File: config.mk
export PLATFORM = sky130hd
export DESIGN_NAME = xad_core
export DESIGN_NICKNAME = d
export VERILOG_FILES = /design/src/xad_pkg.sv /design/src/xad_decode.sv /design/src/xad_core.sv
export SDC_FILE = /design/constraint.sdc
export NUM_CORES = 1
export LEC_CHECK = 0
export BUFFER_PORTS_ARGS = -buffer_cell sky130_fd_sc_hd__buf_2
export CAP_MARGIN = 20
export CORE_UTILIZATION = 58
export CTS_CLUSTER_SIZE = 40
export DETAILED_ROUTE_END_ITERATION = 8
export GPL_TIMING_DRIVEN = 0
export PLACE_DENSITY = 0.86
export SKIP_LAST_GASP = 1
export SLEW_MARGIN = 40
export SYNTH_ARGS = -nofsm -noshare
export SYNTH_HDL_FRONTEND = slang
export SYNTH_HIERARCHICAL = 1
export SYNTH_SLANG_ARGS = --single-unit
File: constraint.sdc
create_clock -name clock -period 8.3 [get_ports clock]
set_input_delay 0.83 -clock clock [delete_from_list [all_inputs] [get_ports clock]]
set_output_delay 0.83 -clock clock [all_outputs]
set_load 0.01 [all_outputs]
File: src/xad_pkg.sv
package xad_pkg;

    // Instruction word layout
    localparam int OPCODE_WIDTH = 14;
    localparam int DATA_WIDTH   = 8;
    localparam int ADDR_WIDTH   = 7;
    localparam int DEST_BIT     = 7;

    // Encodings
    localparam logic [10:0] DIR_LOAD_PREFIX = 11'h00C;  // 00 0000 0110 0 (top 11 bits)
    localparam logic [5:0]  XOR_LIT_PREFIX  = 6'h3A;    // 11 1010
    localparam logic [5:0]  XOR_REG_PREFIX  = 6'h06;    // 00 0110

    // Valid direction register selectors
    localparam logic [2:0] DIR_SEL_MIN = 3'h5;
    localparam logic [2:0] DIR_SEL_MAX = 3'h7;
    localparam int         DIR_COUNT   = 3;

    // Data-memory addresses of the direction registers
    localparam logic [6:0] DIR_ADDR_BASE = 7'h05;

    // Reset values
    localparam logic [7:0] W_RESET   = 8'h00;
    localparam logic [7:0] DIR_RESET = 8'hFF;

    // Decoded operation
    typedef enum logic [3:0] {
        XAD_OP_NONE     = 4'h1,
        XAD_OP_DIR_LOAD = 4'h2,
        XAD_OP_XOR_LIT  = 4'h4,
        XAD_OP_XOR_REG  = 4'h8
    } xad_op_t;

endpackage

File: src/xad_decode.sv
`timescale 1ns/1ps
module xad_decode (
    // Instruction word
    input  wire logic [13:0] instr,
    // Decoded operation
    output xad_pkg::xad_op_t op
);

    // Pure decode; unknown words map to no operation
    always_comb begin
        if (instr[13:3] == xad_pkg::DIR_LOAD_PREFIX
                && instr[2:0] >= xad_pkg::DIR_SEL_MIN) begin
            op = xad_pkg::XAD_OP_DIR_LOAD;
        end else if (instr[13:8] == xad_pkg::XOR_LIT_PREFIX) begin
            op = xad_pkg::XAD_OP_XOR_LIT;
        end else if (instr[13:8] == xad_pkg::XOR_REG_PREFIX) begin
            op = xad_pkg::XAD_OP_XOR_REG;
        end else begin
            op = xad_pkg::XAD_OP_NONE;
        end
    end

endmodule

File: src/xad_core.sv
`timescale 1ns/1ps
// What this block does
// [RULE_01] Direction-load op copies W into direction register 5..7; flags untouched.
// [RULE_02] Direction registers are also readable and writable through data-memory addresses.
// [RULE_03] Software should write direction registers by address, not the legacy op.
// [RULE_04] Literal-XOR puts W xor literal into W, updates only zero, one cycle.
// [RULE_05] Register-XOR computes W xor addressed register, updates only zero, one cycle.
// [RULE_06] Register-XOR destination bit 0 writes W, bit 1 writes addressed register.
// [RULE_07] Zero flag is set when the XOR result is zero, cleared otherwise.
module xad_core (
    // Clock and control
    input  wire logic        clock,
    input  wire logic        reset,
    input  wire logic        clock_enable,
    // Instruction issue
    input  wire logic        instr_valid,
    input  wire logic [13:0] instr,
    // Data-memory read data for the addressed register (outside direction space)
    input  wire logic [7:0]  mem_rdata,
    // Data-memory direct access from other instructions
    input  wire logic        bus_write,
    input  wire logic [6:0]  bus_addr,
    input  wire logic [7:0]  bus_wdata,
    output logic      [7:0]  bus_rdata,
    // Write-back to data memory
    output logic             mem_write,
    output logic      [6:0]  mem_addr,
    output logic      [7:0]  mem_wdata,
    // Core state
    output logic      [7:0]  w_reg,
    output logic             zero_flag,
    output logic             zero_write,
    output logic      [23:0] direction
);

    xad_pkg::xad_op_t op;
    logic [7:0]  dir_q [xad_pkg::DIR_COUNT];
    logic [7:0]  operand;
    logic [7:0]  next_result;
    logic [6:0]  f_addr;
    logic        f_is_dir;
    logic [1:0]  f_idx;
    logic [1:0]  bus_idx;
    logic        bus_is_dir;
    logic        fire;

    xad_decode u_decode (
        .instr (instr),
        .op    (op)
    );

    // A stalled slot counts as no instruction at all
    assign fire       = instr_valid && clock_enable;
    // Indices mean something only while the matching address is in direction space
    assign f_addr     = instr[6:0];
    assign f_is_dir   = f_addr >= xad_pkg::DIR_ADDR_BASE
                        && f_addr <= {4'h0, xad_pkg::DIR_SEL_MAX};
    assign f_idx      = 2'(f_addr - xad_pkg::DIR_ADDR_BASE);
    assign bus_is_dir = bus_addr >= xad_pkg::DIR_ADDR_BASE
                        && bus_addr <= {4'h0, xad_pkg::DIR_SEL_MAX};
    assign bus_idx    = 2'(bus_addr - xad_pkg::DIR_ADDR_BASE);

    // Operand source: literal or register, direction registers served locally
    // The old direction value is read, so a same-edge bus write is not seen here
    always_comb begin
        if (op == xad_pkg::XAD_OP_XOR_LIT) begin
            operand = instr[7:0];
        end else if (f_is_dir) begin
            operand = dir_q[f_idx]; // RULE_02
        end else begin
            operand = mem_rdata;
        end
        next_result = w_reg ^ operand; // RULE_04
    end

    // Working register
    always_ff @(posedge clock) begin
        if (reset) begin
            w_reg <= xad_pkg::W_RESET;
        end else if (fire) begin
            case (op)
                xad_pkg::XAD_OP_XOR_LIT: begin
                    w_reg <= next_result; // RULE_04
                end
                xad_pkg::XAD_OP_XOR_REG: begin
                    if (!instr[xad_pkg::DEST_BIT]) begin
                        w_reg <= next_result; // RULE_06
                    end
                end
                default: begin
                    w_reg <= w_reg;
                end
            endcase
        end
    end

    // Zero flag; direction load leaves it alone
    always_ff @(posedge clock) begin
        if (reset) begin
            zero_flag  <= 1'b0;
            zero_write <= 1'b0;
        end else if (clock_enable) begin
            zero_write <= 1'b0;
            if (instr_valid && (op == xad_pkg::XAD_OP_XOR_LIT
                    || op == xad_pkg::XAD_OP_XOR_REG)) begin
                zero_flag  <= (next_result == 8'h00); // RULE_07
                zero_write <= 1'b1; // RULE_05
            end
        end
    end

    // Direction registers, one per selector; legacy op, register-XOR and direct writes
    genvar g;
    generate
        for (g = 0; g < xad_pkg::DIR_COUNT; g++) begin : g_dir
            always_ff @(posedge clock) begin
                if (reset) begin
                    dir_q[g] <= xad_pkg::DIR_RESET;
                end else if (fire && op == xad_pkg::XAD_OP_DIR_LOAD
                        && 2'(instr[2:0] - xad_pkg::DIR_SEL_MIN) == 2'(g)) begin
                    dir_q[g] <= w_reg; // RULE_01
                end else if (fire && op == xad_pkg::XAD_OP_XOR_REG
                        && instr[xad_pkg::DEST_BIT] && f_is_dir && f_idx == 2'(g)) begin
                    dir_q[g] <= next_result; // RULE_06
                end else if (clock_enable && bus_write && bus_is_dir
                        && bus_idx == 2'(g)) begin
                    dir_q[g] <= bus_wdata; // RULE_02
                end
            end
            assign direction[8*g +: 8] = dir_q[g];
            // Legacy load lands the old W in the selected register
            dir_load_data_a: assert property (@(posedge clock) disable iff (reset) // RULE_01
                fire && op == xad_pkg::XAD_OP_DIR_LOAD
                && 2'(instr[2:0] - xad_pkg::DIR_SEL_MIN) == 2'(g) |=> dir_q[g] == $past(w_reg)
            ) else $error("direction load data wrong");
        end
    endgenerate

    // Registered outputs: bus readback and memory write-back
    // Readback shows the value before any write taking effect on the same edge
    always_ff @(posedge clock) begin
        if (reset) begin
            bus_rdata <= 8'h00;
            mem_write <= 1'b0;
            mem_addr  <= 7'h00;
            mem_wdata <= 8'h00;
        end else if (clock_enable) begin
            bus_rdata <= bus_is_dir ? dir_q[bus_idx] : 8'h00; // RULE_02
            mem_write <= fire && op == xad_pkg::XAD_OP_XOR_REG
                         && instr[xad_pkg::DEST_BIT] && !f_is_dir; // RULE_06
            mem_addr  <= f_addr;
            mem_wdata <= next_result;
        end
    end

    // Legacy load never touches flags or W
    dir_load_flags_a: assert property (@(posedge clock) disable iff (reset) // RULE_01
        fire && op == xad_pkg::XAD_OP_DIR_LOAD |=> !zero_write && $stable(w_reg)
    ) else $error("direction load altered flags or W");

    // Literal XOR result in W
    xor_lit_w_a: assert property (@(posedge clock) disable iff (reset) // RULE_04
        fire && op == xad_pkg::XAD_OP_XOR_LIT |=> w_reg == ($past(w_reg) ^ $past(instr[7:0]))
    ) else $error("literal xor result wrong");

    // Zero flag follows result
    zero_flag_a: assert property (@(posedge clock) disable iff (reset) // RULE_07
        fire && op == xad_pkg::XAD_OP_XOR_LIT |=> zero_flag == (w_reg == 8'h00)
    ) else $error("zero flag mismatch");

    // Register XOR into W also drives the zero flag from the new W
    xor_reg_zero_a: assert property (@(posedge clock) disable iff (reset) // RULE_07
        fire && op == xad_pkg::XAD_OP_XOR_REG && !instr[xad_pkg::DEST_BIT]
        |=> zero_flag == (w_reg == 8'h00)
    ) else $error("register xor zero flag mismatch");

    // Register XOR to memory keeps W
    xor_reg_dest_a: assert property (@(posedge clock) disable iff (reset) // RULE_06
        fire && op == xad_pkg::XAD_OP_XOR_REG && instr[7] |=> $stable(w_reg) && zero_write
    ) else $error("register xor destination wrong");

    // Write-back outside direction space leaves as a strobe one enabled cycle wide
    mem_writeback_a: assert property (@(posedge clock) disable iff (reset) // RULE_06
        fire && op == xad_pkg::XAD_OP_XOR_REG && instr[xad_pkg::DEST_BIT] && !f_is_dir
        |=> mem_write && mem_addr == $past(instr[6:0])
            && mem_wdata == ($past(w_reg) ^ $past(mem_rdata))
    ) else $error("register xor write-back wrong");

    // Direction targets stay inside the block, so memory must not see a write
    dir_internal_a: assert property (@(posedge clock) disable iff (reset) // RULE_06
        fire && op == xad_pkg::XAD_OP_XOR_REG && instr[xad_pkg::DEST_BIT] && f_is_dir
        |=> !mem_write && zero_write
    ) else $error("direction target leaked to memory");

    // Register XOR completes in one cycle
    xor_reg_cycle_a: assert property (@(posedge clock) disable iff (reset) // RULE_05
        fire && op == xad_pkg::XAD_OP_XOR_REG && !instr[7] && !f_is_dir
        |=> w_reg == ($past(w_reg) ^ $past(mem_rdata))
    ) else $error("register xor not done in one cycle");

    // Flag update strobe is one enabled cycle wide
    zero_strobe_a: assert property (@(posedge clock) disable iff (reset) // RULE_05
        clock_enable && !(fire && (op == xad_pkg::XAD_OP_XOR_LIT
            || op == xad_pkg::XAD_OP_XOR_REG)) |=> !zero_write
    ) else $error("zero strobe outstayed its cycle");

    // Refused words change nothing visible; a bus write would hide that
    refused_quiet_a: assert property (@(posedge clock) disable iff (reset) // RULE_01
        fire && op == xad_pkg::XAD_OP_NONE && !bus_write
        |=> $stable(w_reg) && $stable(direction) && $stable(zero_flag) && !zero_write
    ) else $error("refused word changed state");

    // Direct write reaches direction register
    dir_direct_a: assert property (@(posedge clock) disable iff (reset) // RULE_02
        clock_enable && bus_write && bus_is_dir && !fire
        |=> dir_q[$past(bus_idx)] == $past(bus_wdata)
    ) else $error("direct direction write lost");

    // Addresses outside direction space read back as zero
    bus_read_zero_a: assert property (@(posedge clock) disable iff (reset) // RULE_02
        clock_enable && !bus_is_dir |=> bus_rdata == 8'h00
    ) else $error("readback outside direction space not zero");

endmodule

==> metrics.txt <==
number of synthesized register bits 58; Longest Clk Path Bufs 2; CTS clk-pin slew, worst paths about 70 ps; CP Capture Type flop; Die ar. 7120 um2; Tcrit/Tclk final 52.0%; worst reg2reg path depth 7; Synth Flop Type dfxtp_1; largest register by flop count dir_q; Pwr per Cell Area roughly 150 nW/um2; vias per cell 6.45; crit-path max cell delay between 600 and 700 ps; CTS H-tree lvls 3; cells along the critical path buf_2 -> or3_1 -> nor3_1 -> a211oi_1 -> or4b_1 -> clkbuf_1 -> clkbuf_1 -> o2111ai_1 -> o211ai_1 -> nor4_1 -> nand4_1 -> a211oi_2; post-synth net total 499; CTS root buffer clkbuf_8; post-synthesis cell count 450; Iter 0 DRT Violations 400; Pre-antenna DRT Iters 8; CP max stage cell or4b_1; register area share after synthesis between 30 and 40%; Syn. warnings 6; core area 6460 um2; Avg Cell Area, Syn between 8 and 9 um2; Final Max Slew Viols 0; Sink Count 58; most common cell after layout, fill and taps aside buf_2; Die X 84.4 um; async set or reset register ratio after synthesis 0%; failing checks DRC; initial antenna violation count 0; measured slew at the worst slew-check pin 779 ps; crit start category primary input; Post-route DRC 9; post-CTS sizing 0; GRT Util Overall ~36%; commonest non-fill, non-tap cells in the layout 99 x buf_2, 47 x nor2_1, 37 x nand2_1, 34 x mux2i_1, 34 x dfxtp_1; std cell rows 29; detailed placer's ending HPWL 8960 um; Post-synth EDFFs 24; worst-path fanout max 10; Pleak 0.00192 uW; top-level I/O count 100; Yosys cell types 50; total of max-cap violations 0; Max VDD drop between 0.1 and 0.15 mV; Max Freq 232 MHz; Crit Path Class in2reg; Antenna Cells 0; # Post-CTS Setup Buffers 0; first-pass GRT wire length 19700 um; drt wl/cell slightly below 20 um; Post-DRT Antenna Nets 0; number of flip-flops in the largest register 24; # hold bufs at CTS 0; type of the worst min-delay path reg2reg; port buffer count 98; Layout Skew 14.6 ps; unrepaired setup endpoints after global routing false; CTS tree yes; Initial Util 60.9%; Worst EP required approximately 8600 ps; CP most frequent cell clkbuf_1; Total Neg Setup Slack 0 ps; Vias between 4000 and 5000; clk_lat worst skew 360 ps; Slew headroom 48.1%; Routed WL 12600 um; crit path DAT 4590 ps; share of layout cells above drive strength 1 27.3%; Placed Area 4540 um2; Hold Vio Cnt, Final 0; status finished with violations; # setup viols final 0; vias in the first global route 3902; min Tclk post-route 4310 ps; GRT overflow 0; largest net degree at the start of global routing 13; Num CTS Buffers 9; Area Overhead vs Synth 22.2%; Hold Path Stages 2; die height 84.4 um; Synth Cell Area 3930 um2; fin area 4810 um2; routability congestion estimate around 0.93; Layout Nets between 600 and 700
-- metrics by stage --
| step | std cells | power, uW | util [%] | worst slack (ps) | hold WS [ps] |
|---|---|---|---|---|---|
| finish | 641 | 739 | 74.4 | 3990 | 493 |
| global placement | 625 | 402 | 70.0 | 3910 | 467 |
| CTS | 641 | 733 | 74.2 | 4190 | 494 |
| floorplan | 450 | 366 | - | 4620 | 495 |
| global route | 641 | 760 | 74.4 | 3820 | 520 |
| detailed placement | 625 | 405 | 70.3 | 3950 | 481 |
-- power by group --
part	switching (uW)	total [uW]	internal, uW
sequential	4.46	308	303
clock	134	336	202
combinational	61.4	96.2	34.7
-- worst paths after layout --
check                                   end        start  slack, ps
worst max-delay path              zero_flag    instr[12]       3990
worst min-delay path            mem_addr[6]  mem_addr[6]        490
worst max register to register  dir_q[2][3]  dir_q[1][3]       5850
worst min register to register  mem_addr[6]  mem_addr[6]        490
-- metal layers --
metal	vias to the layer above	routed length [um]	part of all wire, %	track usage (%)
met3	59	1230	9.8	9.14
met5	-	0	0	0
li1	1899	-	-	-
met1	1912	5020	40	45.5
met2	264	5820	46	59.2
met4	0	559	4.4	17.4
-- critical path: cells and delay by family --
family | cells | cell delay (ps)
AND/OR/NAND/NOR | 5 | 2100
buffers and inverters | 3 | 710
AO/OA/AOI/OAI | 4 | 940
-- synthesized netlist by cell type, drive strengths merged, types with 3 or more instances --
master / n / area (um2)
nor2: 47 / 176
o21ai: 41 / 205
nand2: 37 / 139
dfxtp: 34 / 681
mux2i: 34 / 340
a21oi: 32 / 160
edfxtp: 24 / 721
mux2: 23 / 259
clkbuf: 18 / 67.6
o31ai: 14 / 105
buf: 13 / 65.1
nor2b: 12 / 75.1
nor3: 11 / 55.1
or3: 9 / 56.3
a211oi: 7 / 62.6
ha: 7 / 87.6
inv: 7 / 26.3
nand3: 7 / 35.0
a21o: 6 / 45.0
nand2b: 6 / 37.5
a2bb2oi: 5 / 43.8
o2111ai: 5 / 56.3
o211ai: 5 / 42.5
o21a: 5 / 37.5
o41ai: 5 / 43.8
nor4: 4 / 46.3
and2: 3 / 18.8
nor3b: 3 / 22.5
nor4b: 3 / 26.3
o32a: 3 / 30.0
xor2: 3 / 26.3
-- cell type report --
class                      instances  area [um2]
buffer                            31         133
clock buffer                       9         124
clock inverter                     7         125
fill                             497        1650
inverter                           8        30.0
multi-input combinational        353        2410
sequential                        58        1400
tap                               77        96.3
timing repair buffer              98         490
-- cell families after synthesis --
family / count (synthesis) / synth area share (%)
AO/OA/AOI/OAI: 134 / 22.4
adder cells (fa/ha/maj): 7 / 2.23
XOR/XNOR: 3 / 0.668
AND/OR/NAND/NOR: 152 / 19.7
multiplexers: 57 / 15.2
buffers and inverters: 39 / 4.13
flip-flops: 58 / 35.6
Note: power is estimated with default switching activity, not from simulation.
